File: src/rtl/svc_chain_defs.svh
// register offsets, field positions, codes and reset values of the service request chain
`ifndef SVC_CHAIN_DEFS_SVH
`define SVC_CHAIN_DEFS_SVH

// ****************************************************************
// register byte offsets
// ****************************************************************
`define OFS_SUMMARY 8'h00
`define OFS_RX_CTX 8'h04
`define OFS_TX_CTX 8'h08
`define OFS_LC_CTX 8'h0C
`define OFS_CAR 8'h10
`define OFS_EOS 8'h14
`define OFS_LOCAL_VECTOR_BASE 8'h18
`define OFS_RX_VEC 8'h1C
`define OFS_TX_VEC 8'h20
`define OFS_LC_VEC 8'h24
`define OFS_RX_IND 8'h28
`define OFS_TX_IND 8'h2C
`define OFS_LC_IND 8'h30

// ****************************************************************
// request context register fields
// ****************************************************************
`define CTX_ACTIVE_BIT 7
`define CTX_SERVICE_BIT 6
`define CTX_FAIR_BIT 5
`define CTX_CODE_RX 3'h4
`define CTX_CODE_TX 3'h5
`define CTX_CODE_LC 3'h6

// ****************************************************************
// vector type codes and reset values
// ****************************************************************
`define VEC_CODE_LC 3'h1
`define VEC_CODE_TX 3'h2
`define VEC_CODE_RX_GOOD 3'h3
`define VEC_CODE_RX_EXC 3'h7
`define LOCAL_VECTOR_BASE_RESET 8'h00
`define BYTE_ZERO 8'h00
`define WORD_ZERO 32'h0000_0000

`endif

File: src/rtl/svc_chain_pkg.sv
// types shared by the service request chain
package svc_chain_pkg;

    typedef enum logic [1:0] {SVC_IDLE, SVC_HW, SVC_POLL} svc_mode_t;

    // request from the channel scanner: one per type
    typedef struct packed {
        logic valid;
        logic [1:0] channel;
        logic exception;
    } chan_req_t;

    // current service context seen by the channel datapath
    typedef struct packed {
        logic active;
        logic hw;
        logic [1:0] kind;
        logic [1:0] channel;
    } svc_t;

    typedef struct packed {
        logic [6:0] sync1;
        logic [6:0] sync2;
        logic [6:0] sync3;
        logic [6:0] filt;
        logic [2:0] posted;
        logic [2:0] fair;
        logic [2:0][7:0] ctx;
        logic [2:0][7:0] vec;
        logic [7:0] local_vector_base;
        svc_mode_t mode;
        logic [1:0] cur;
        logic claimed;
        logic pass_n;
        logic [31:0] rdata;
        logic err;
    } ctrl_state_t;

endpackage

File: src/rtl/service_request_ack_chain.sv
// service request posting, acknowledge, context switch and daisy chain
//
// Our own choices: the register addresses and the APB interface to the registers.
`timescale 1ns/1ps
`include "svc_chain_defs.svh"

// Function
// RULE_01: host acks with matching acknowledge read
// RULE_02: host decodes returned vector byte
// RULE_03: host reads channel indicator during service
// RULE_04: any end-of-service write ends hardware service
// RULE_05: summary low bits invert request outputs
// RULE_06: host polls summary for set bits
// RULE_07: pending request loads its context register
// RULE_08: context copy to access register switches context
// RULE_09: context holds channel, code, status fields
// RULE_10: unique middle code selects ending type
// RULE_11: write-back with top bits clear ends poll
// RULE_12: host waits for switch before channel access
// RULE_13: chain arbitration only with hardware acknowledge
// RULE_14: open-drain requests, shared line monitored
// RULE_15: post only while fair bit inactive
// RULE_16: host ORs acks into first grant
// RULE_17: granted ack with pending request is claimed
// RULE_18: unclaimed grant passes to next device
// RULE_19: host writes unique chip id
// RULE_20: host aborts unclaimed acknowledge cycles
// RULE_21: vector gets base upper bits on post
// RULE_22: type codes 001, 010, 011, 111
// RULE_23: ack selected without chip select; end returns
// RULE_24: pass only while granted and unclaimed
module service_request_ack_chain
    import svc_chain_pkg::*;
(
    input wire logic pclk,
    input wire logic presetn,
    input wire logic psel,
    input wire logic penable,
    input wire logic pwrite,
    input wire logic [7:0] paddr,
    input wire logic [31:0] pwdata,
    output logic [31:0] prdata,
    output logic pready,
    output logic pslverr,
    input wire chan_req_t [2:0] chan_req,
    output svc_t svc,
    input wire logic rx_request_n_in,
    output logic rx_request_n_out,
    output logic rx_request_n_oe,
    input wire logic tx_request_n_in,
    output logic tx_request_n_out,
    output logic tx_request_n_oe,
    input wire logic line_change_request_n_in,
    output logic line_change_request_n_out,
    output logic line_change_request_n_oe,
    input wire logic rx_acknowledge_n,
    input wire logic tx_acknowledge_n,
    input wire logic line_change_acknowledge_n,
    input wire logic chain_grant_in_n,
    output logic chain_pass_out_n,
    output logic [7:0] ack_data_out,
    output logic ack_data_oe
);

    // ****************************************************************
    // decoding helpers
    // ****************************************************************
    // register index, 4'hF for unmapped
    function automatic logic [3:0] reg_index(input logic [7:0] a);
        case (a)
            `OFS_SUMMARY: reg_index = 4'h0;
            `OFS_RX_CTX: reg_index = 4'h1;
            `OFS_TX_CTX: reg_index = 4'h2;
            `OFS_LC_CTX: reg_index = 4'h3;
            `OFS_CAR: reg_index = 4'h4;
            `OFS_EOS: reg_index = 4'h5;
            `OFS_LOCAL_VECTOR_BASE: reg_index = 4'h6;
            `OFS_RX_VEC: reg_index = 4'h7;
            `OFS_TX_VEC: reg_index = 4'h8;
            `OFS_LC_VEC: reg_index = 4'h9;
            `OFS_RX_IND: reg_index = 4'hA;
            `OFS_TX_IND: reg_index = 4'hB;
            `OFS_LC_IND: reg_index = 4'hC;
            default: reg_index = 4'hF;
        endcase
    endfunction

    function automatic logic [2:0] ctx_code(input logic [1:0] t);
        case (t)
            2'h0: ctx_code = `CTX_CODE_RX;
            2'h1: ctx_code = `CTX_CODE_TX;
            default: ctx_code = `CTX_CODE_LC;
        endcase
    endfunction

    function automatic logic [2:0] vec_code(input logic [1:0] t, input logic exc);
        case (t)
            2'h0: vec_code = exc ? `VEC_CODE_RX_EXC : `VEC_CODE_RX_GOOD;
            2'h1: vec_code = `VEC_CODE_TX;
            default: vec_code = `VEC_CODE_LC;
        endcase
    endfunction

    // ****************************************************************
    // state
    // ****************************************************************
    ctrl_state_t st;
    ctrl_state_t next_st;
    logic [6:0] pins;
    logic [2:0] line_low;
    logic [2:0] ack;
    logic grant;
    logic any_ack;
    logic [1:0] ack_kind;
    logic wr;
    logic setup;
    logic [3:0] widx;
    logic [1:0] car_hit_kind;
    logic car_hit;

    // sync bits: [2:0] shared request lines, [5:3] acks, [6] grant, all inverted to active high
    assign pins = {~chain_grant_in_n, ~line_change_acknowledge_n, ~tx_acknowledge_n,
                   ~rx_acknowledge_n, ~line_change_request_n_in, ~tx_request_n_in,
                   ~rx_request_n_in};
    assign line_low = st.filt[2:0];
    assign ack = st.filt[5:3];
    assign grant = st.filt[6];
    assign any_ack = |ack;
    assign ack_kind = ack[0] ? 2'h0 : (ack[1] ? 2'h1 : 2'h2);
    assign setup = psel & ~penable;
    assign wr = psel & penable & pwrite;
    assign widx = reg_index(paddr);

    // access register hit: value matches an active context
    always_comb begin
        car_hit = 1'b0;
        car_hit_kind = 2'h0;
        for (int t = 2; t >= 0; t--) begin
            if (st.ctx[t][`CTX_ACTIVE_BIT] && pwdata[7:0] == st.ctx[t]) begin
                car_hit = 1'b1;
                car_hit_kind = 2'(t);
            end
        end
    end

    always_comb begin
        next_st = st;
        next_st.sync1 = pins;
        next_st.sync2 = st.sync1;
        next_st.sync3 = st.sync2;
        for (int i = 0; i < 7; i++) begin
            if (st.sync2[i] == st.sync3[i]) begin
                next_st.filt[i] = st.sync3[i];
            end
        end

        // ****************************************************************
        // posting
        // ****************************************************************
        for (int t = 0; t < 3; t++) begin
            // wired line high again: other devices had their turn
            if (st.fair[t] && !line_low[t] && !st.posted[t]) begin
                next_st.fair[t] = 1'b0; // see RULE_14
            end
            if (chan_req[t].valid && !st.posted[t] && !st.fair[t]
                && !st.ctx[t][`CTX_ACTIVE_BIT]) begin // see RULE_15
                next_st.posted[t] = 1'b1;
                next_st.ctx[t] = {1'b1, 1'b0, 1'b0, ctx_code(2'(t)),
                                  chan_req[t].channel}; // see RULE_07 RULE_09 RULE_10
                next_st.vec[t] = {st.local_vector_base[7:3],
                                  vec_code(2'(t), chan_req[t].exception)}; // see RULE_21 RULE_22
            end
        end

        // ****************************************************************
        // hardware acknowledge and chain
        // ****************************************************************
        // chip select plays no part here; ack and grant alone select
        if (any_ack && grant && st.posted[ack_kind] && st.mode == SVC_IDLE
            && !st.claimed) begin // see RULE_17 RULE_23
            next_st.claimed = 1'b1;
            next_st.mode = SVC_HW;
            next_st.cur = ack_kind;
            next_st.posted[ack_kind] = 1'b0;
            next_st.ctx[ack_kind][`CTX_SERVICE_BIT] = 1'b1;
        end
        if (!any_ack) begin
            next_st.claimed = 1'b0;
        end
        // pass decision only for granted acks we cannot claim
        next_st.pass_n = !(any_ack && grant && !st.claimed
                           && !st.posted[ack_kind]); // see RULE_18 RULE_24 RULE_13

        // ****************************************************************
        // register bus
        // ****************************************************************
        if (wr) begin
            case (widx)
                4'h1, 4'h2, 4'h3: begin
                    // polled end: our own value back with upper two bits cleared
                    if (st.mode == SVC_POLL && st.cur == 2'(widx - 4'h1)
                        && pwdata[7:6] == 2'b00
                        && pwdata[5:0] == st.ctx[st.cur][5:0]) begin // see RULE_11
                        next_st.mode = SVC_IDLE;
                        next_st.ctx[st.cur] = `BYTE_ZERO;
                        next_st.fair[st.cur] = 1'b1;
                    end
                end
                4'h4: begin
                    // register path leaves the chain untouched
                    if (st.mode == SVC_IDLE && car_hit) begin // see RULE_08 RULE_13
                        next_st.mode = SVC_POLL;
                        next_st.cur = car_hit_kind;
                        next_st.posted[car_hit_kind] = 1'b0;
                        next_st.ctx[car_hit_kind][`CTX_SERVICE_BIT] = 1'b1;
                    end
                end
                4'h5: begin
                    // data ignored; ctx code names the type that ends
                    if (st.mode == SVC_HW) begin // see RULE_04 RULE_10 RULE_23
                        for (int t = 0; t < 3; t++) begin
                            if (st.ctx[t][4:2] == ctx_code(st.cur)) begin
                                next_st.ctx[t] = `BYTE_ZERO;
                                next_st.fair[t] = 1'b1;
                            end
                        end
                        next_st.mode = SVC_IDLE;
                    end
                end
                4'h6: next_st.local_vector_base = {pwdata[7:3], 3'b000};
                default: ;
            endcase
        end

        // read data captured in setup so it comes from a flop
        next_st.err = setup & (widx == 4'hF);
        if (setup) begin
            next_st.rdata = `WORD_ZERO;
            case (widx)
                4'h0: next_st.rdata[2:0] = st.posted; // see RULE_05
                4'h1, 4'h2, 4'h3: next_st.rdata[7:0] = st.ctx[2'(widx - 4'h1)];
                4'h6: next_st.rdata[7:0] = st.local_vector_base;
                4'h7, 4'h8, 4'h9: next_st.rdata[7:0] = st.vec[2'(widx - 4'h7)];
                4'hA, 4'hB, 4'hC: next_st.rdata[1:0] = st.ctx[2'(widx - 4'hA)][1:0];
                default: ;
            endcase
        end
    end

    always_ff @(posedge pclk or negedge presetn) begin
        if (!presetn) begin
            st <= '{sync1: 7'h00, sync2: 7'h00, sync3: 7'h00, filt: 7'h00,
                    posted: 3'h0, fair: 3'h0, ctx: '0, vec: '0, local_vector_base: `LOCAL_VECTOR_BASE_RESET,
                    mode: SVC_IDLE, cur: 2'h0, claimed: 1'b0, pass_n: 1'b1,
                    rdata: `WORD_ZERO, err: 1'b0};
        end else begin
            st <= next_st;
        end
    end

    // ****************************************************************
    // outputs
    // ****************************************************************
    assign prdata = st.rdata;
    assign pready = 1'b1;
    assign pslverr = st.err;
    // open drain: only ever pull low
    assign rx_request_n_out = 1'b0; // see RULE_14
    assign tx_request_n_out = 1'b0;
    assign line_change_request_n_out = 1'b0;
    assign rx_request_n_oe = st.posted[0];
    assign tx_request_n_oe = st.posted[1];
    assign line_change_request_n_oe = st.posted[2];
    assign chain_pass_out_n = st.pass_n;
    assign ack_data_out = st.vec[st.cur];
    assign ack_data_oe = st.claimed & any_ack; // see RULE_17
    assign svc = '{active: st.mode != SVC_IDLE, hw: st.mode == SVC_HW, kind: st.cur,
                   channel: st.ctx[st.cur][1:0]};
endmodule // service_request_ack_chain

File: config.mk
export PLATFORM = sky130hd
export DESIGN_NAME = service_request_ack_chain
export DESIGN_NICKNAME = d
export VERILOG_FILES = /design/src/rtl/svc_chain_pkg.sv /design/src/rtl/service_request_ack_chain.sv
export VERILOG_INCLUDE_DIRS = /design/src /design/src/rtl
export SDC_FILE = /design/constraint.sdc
export NUM_CORES = 1
export LEC_CHECK = 0
export ABC_AREA = 1
export BUFFER_PORTS_ARGS = -buffer_cell sky130_fd_sc_hd__buf_4
export CORE_MARGIN = 2
export CORE_UTILIZATION = 50
export CTS_CLUSTER_DIAMETER = 200
export DETAILED_ROUTE_END_ITERATION = 10
export MAX_ROUTING_LAYER = met4
export PLACE_DENSITY = 0.77
export SLEW_MARGIN = 15
export SYNTH_ARGS = -nofsm -noshare
export SYNTH_HDL_FRONTEND = slang
export SYNTH_SLANG_ARGS = --single-unit
File: constraint.sdc
create_clock -name pclk -period 1.85 [get_ports pclk]
set_clock_uncertainty 0.15 [all_clocks]
set_input_delay 0.0925 -clock pclk [delete_from_list [all_inputs] [get_ports pclk]]
set_output_delay 0.0925 -clock pclk [all_outputs]
set_load 0.03 [all_outputs]
==> impl_metrics.py <==
metrics = {
    "run_status": {
        "status": "finished, violations left",
        "failed_checks": "setup timing",
    },
    "global_routing": {
        "grt_max_degree": 45,
        "grt_pass1_vias": 5516,
        "antenna_found_initial": 0,
        "gr-total-overflow": 0,
        "grt_pass1_wl_mm": 28.0,
        "track_usage": 0.319,
    },
    "floorplan": {
        "rows": 38,
        "die_x_um": 110,
        "start_util": 0.516,
        "boundaryPins": 120,
        "die_h_um": 110,
        "core_area_um2": 10900,
        "die_area_um2": 12200,
    },
    "route": {
        "routed_wl_mm": 19.1,
        "routedWlPerCell_um": 17.0,
        "route.detailed.drc": 0,
        "drt_pass1_iterations": 5,
        "vias_per_cell": 5.43,
        "dr.first_iter.drc_count": 731,
        "ant_nets": 0,
        "via_count": 6097,
    },
    "timing": {
        "tightest_slew_ps": 503,
        "finalCritPeriodShare": 1.18,
        "tns_ps": -9820,
        "worst_slack_ps": -339,
        "rsz0062_at_grt": "true",
        "finalHoldViolations": 0,
        "maxClockFrequency_mhz": 457,
        "timing.hold.ws_ps": 40.1,
        "finalSetupViolations": 44,
        "finalMaxSlewViolations": 0,
        "slew_headroom": 0.661,
        "fin_crit_ps": 2190,
    },
    "clocking": {
        "htreeDepth": 3,
        "path_clk_slew_ps": 70,
        "cts_tree": "yes",
        "clock_sinks": 97,
        "ctsLongestPathBuffers": 2,
        "root_buffer": "clkbuf_16",
        "cts_buffers": 9,
        "clk_latency_ps": 360,
    },
    "worst_setup_path": {
        "r2r_cells": 11,
        "r2r_setup_slack_ps": -340,
        "r2r-start": "svc[2]",
        "crit_path_start_kind": "flip-flop",
        "endpoint": "st[38]",
        "endpoint_kind": "flip-flop",
        "required_ps": 1930,
        "crit_type": "flip-flop to flip-flop",
        "worstPathArrival_ps": 2270,
        "cp_max_fo": 6,
        "reg2reg_to": "st[38]",
        "startpoint": "svc[2]",
    },
    "power": {
        "max-vdd-ir-drop_v": 0.000877,
        "power_density_nw_per_um2": 838,
        "p_leak_uw": 0.00419,
    },
    "finish": {
        "diodes": 0,
        "multiInputGateArea_um2": 3020,
        "layout.nets": 1046,
        "seq_area_um2": 2440,
        "syn_to_final_growth_pct": 45.7,
        "most-common-layout-cells": "nand2_1, buf_4, dfrtp_1, inv_1, nor2_1",
        "fin_cells": 1123,
        "drive_gt1_frac": 0.376,
        "fill_cells": 803,
        "post-route-util": 0.752,
    },
    "synthesis": {
        "yosysWarnings": 0,
        "yosysSeqAreaShare": 0.430,
        "syn_area_um2": 5650,
        "synth.avg_cell_area_um2": 7.36,
        "ys_async_sr_fraction": 1.00,
        "synth-seq-cells": 97,
        "yosysUniqueCellTypes": 41,
        "postSynthCellCount": 767,
        "synth_ff_type": "dfrtp_1",
        "synth-edff-count": 0,
    },
    "placed_design": {
        "port_buffers": 65,
        "gp_congestion": 1.04,
        "dp_hpwl_mm": 13.5,
        "dp_cells": 1065,
    },
    "job": {
        "maxCapViolCount": 0,
    },
    "hold_path": {
        "hold_path.class": "input pin to flip-flop",
    },
}
## Yosys cell counts (7+ instances only)
library cell,number,area (um^2)
o21ai_0,62,310
nand2_2,7,43.8
a21oi_1,20,100
nand3_1,44,220
nand2_1,218,818
maj3_1,7,70.1
inv_1,102,383
dfrtp_1,96,2400
nor3_1,7,35.0
nor2_1,68,255
clkbuf_1,7,26.3
buf_4,39,293
o211ai_1,9,67.6
nand4_1,10,62.6
## cells by family (layout without fill, tap and decap cells)
kind of cell / after synthesis / count (layout) / synth area share
xor+xnor: 4 / 4 / 0.00620
flops: 97 / 97 / 0.430
other cells: 2 / 28 / 0.00133
compound gates: 114 / 114 / 0.115
simple gates: 376 / 376 / 0.287
buf+inv: 163 / 353 / 0.139
fa+ha+maj: 11 / 11 / 0.0213
## power breakdown
group | switching, uW | internal [uW]
clock | 896 | 937
combinational | 1550 | 1080
sequential | 157 | 2280
total | 2600 | 4300
## worst min-delay path by stage
stage,depth (start not counted),slack [ps],start,to
after floorplan,0,-350,presetn,ack[0]
after global placement,1,-100,presetn,next_st[121]
after detailed placement,1,-100,presetn,next_st[114]
after CTS,3,3,chan_req[11],st[94]
after global routing,5,70,penable,pslverr
final,5,40,penable,pslverr
## critical path, cell delays in order, from the launching register on
cell and delay [ps]:
dfrtp_2 450, clkinvlp_4 230, buf_4 210, nand3_2 120, nand3_1 190, nor2_4 190
nand2_4 100, buf_6 130, nand2_4 50, nand4_1 70, nand2_1 90, nand2_1 80
## state kept, by name, summed over array words and instances, names as in the netlist
name and cells:
line_change_request_n_oe 1, prdata 8, next_st 14, chain_pass_out_n 1, line_low 3, grant 1
tx_request_n_oe 1, ack 3, st 61, rx_request_n_oe 1, svc 2, pslverr 1
## timing repair
action / 4_1_cts / 5_1_grt
endpoints found under the setup margin: 49 / 52
gates resized for setup: 55 / 111
setup buffers: 11 / 14
hold buffers: 18 / 0
gates cloned: 0 / 0
endpoints found under the hold margin: 114 / 0
pin swaps: 26 / 42
## per-layer routing
layer	vias up	track usage	share of wire
met2	412	0.499	0.46
li1	2810	-	-
met5	-	-	0
met3	87	0.0723	0.11
met1	2788	0.406	0.38
met4	0	0.121	0.048
## layout make-up
cell class,count,share of cell area
tap,140,0.0213
clock buffer,9,0.0274
sequential,97,0.296
clock inverter,7,0.00776
inverter,111,0.0563
multi-input combinational,533,0.367
timing repair buffer,226,0.224
## stage by stage
stage	worst slack [ps]	power, uW	instance area [um^2]
3_3_place_gp	-555	4670	7020
5_1_grt	-454	7190	8230
6_report	-339	6900	8230
4_1_cts	-268	6710	7740
3_5_place_dp	-651	4690	7020
2_1_floorplan	-281	3800	5830
No activity file was read; power rests on OpenSTA's default activity.
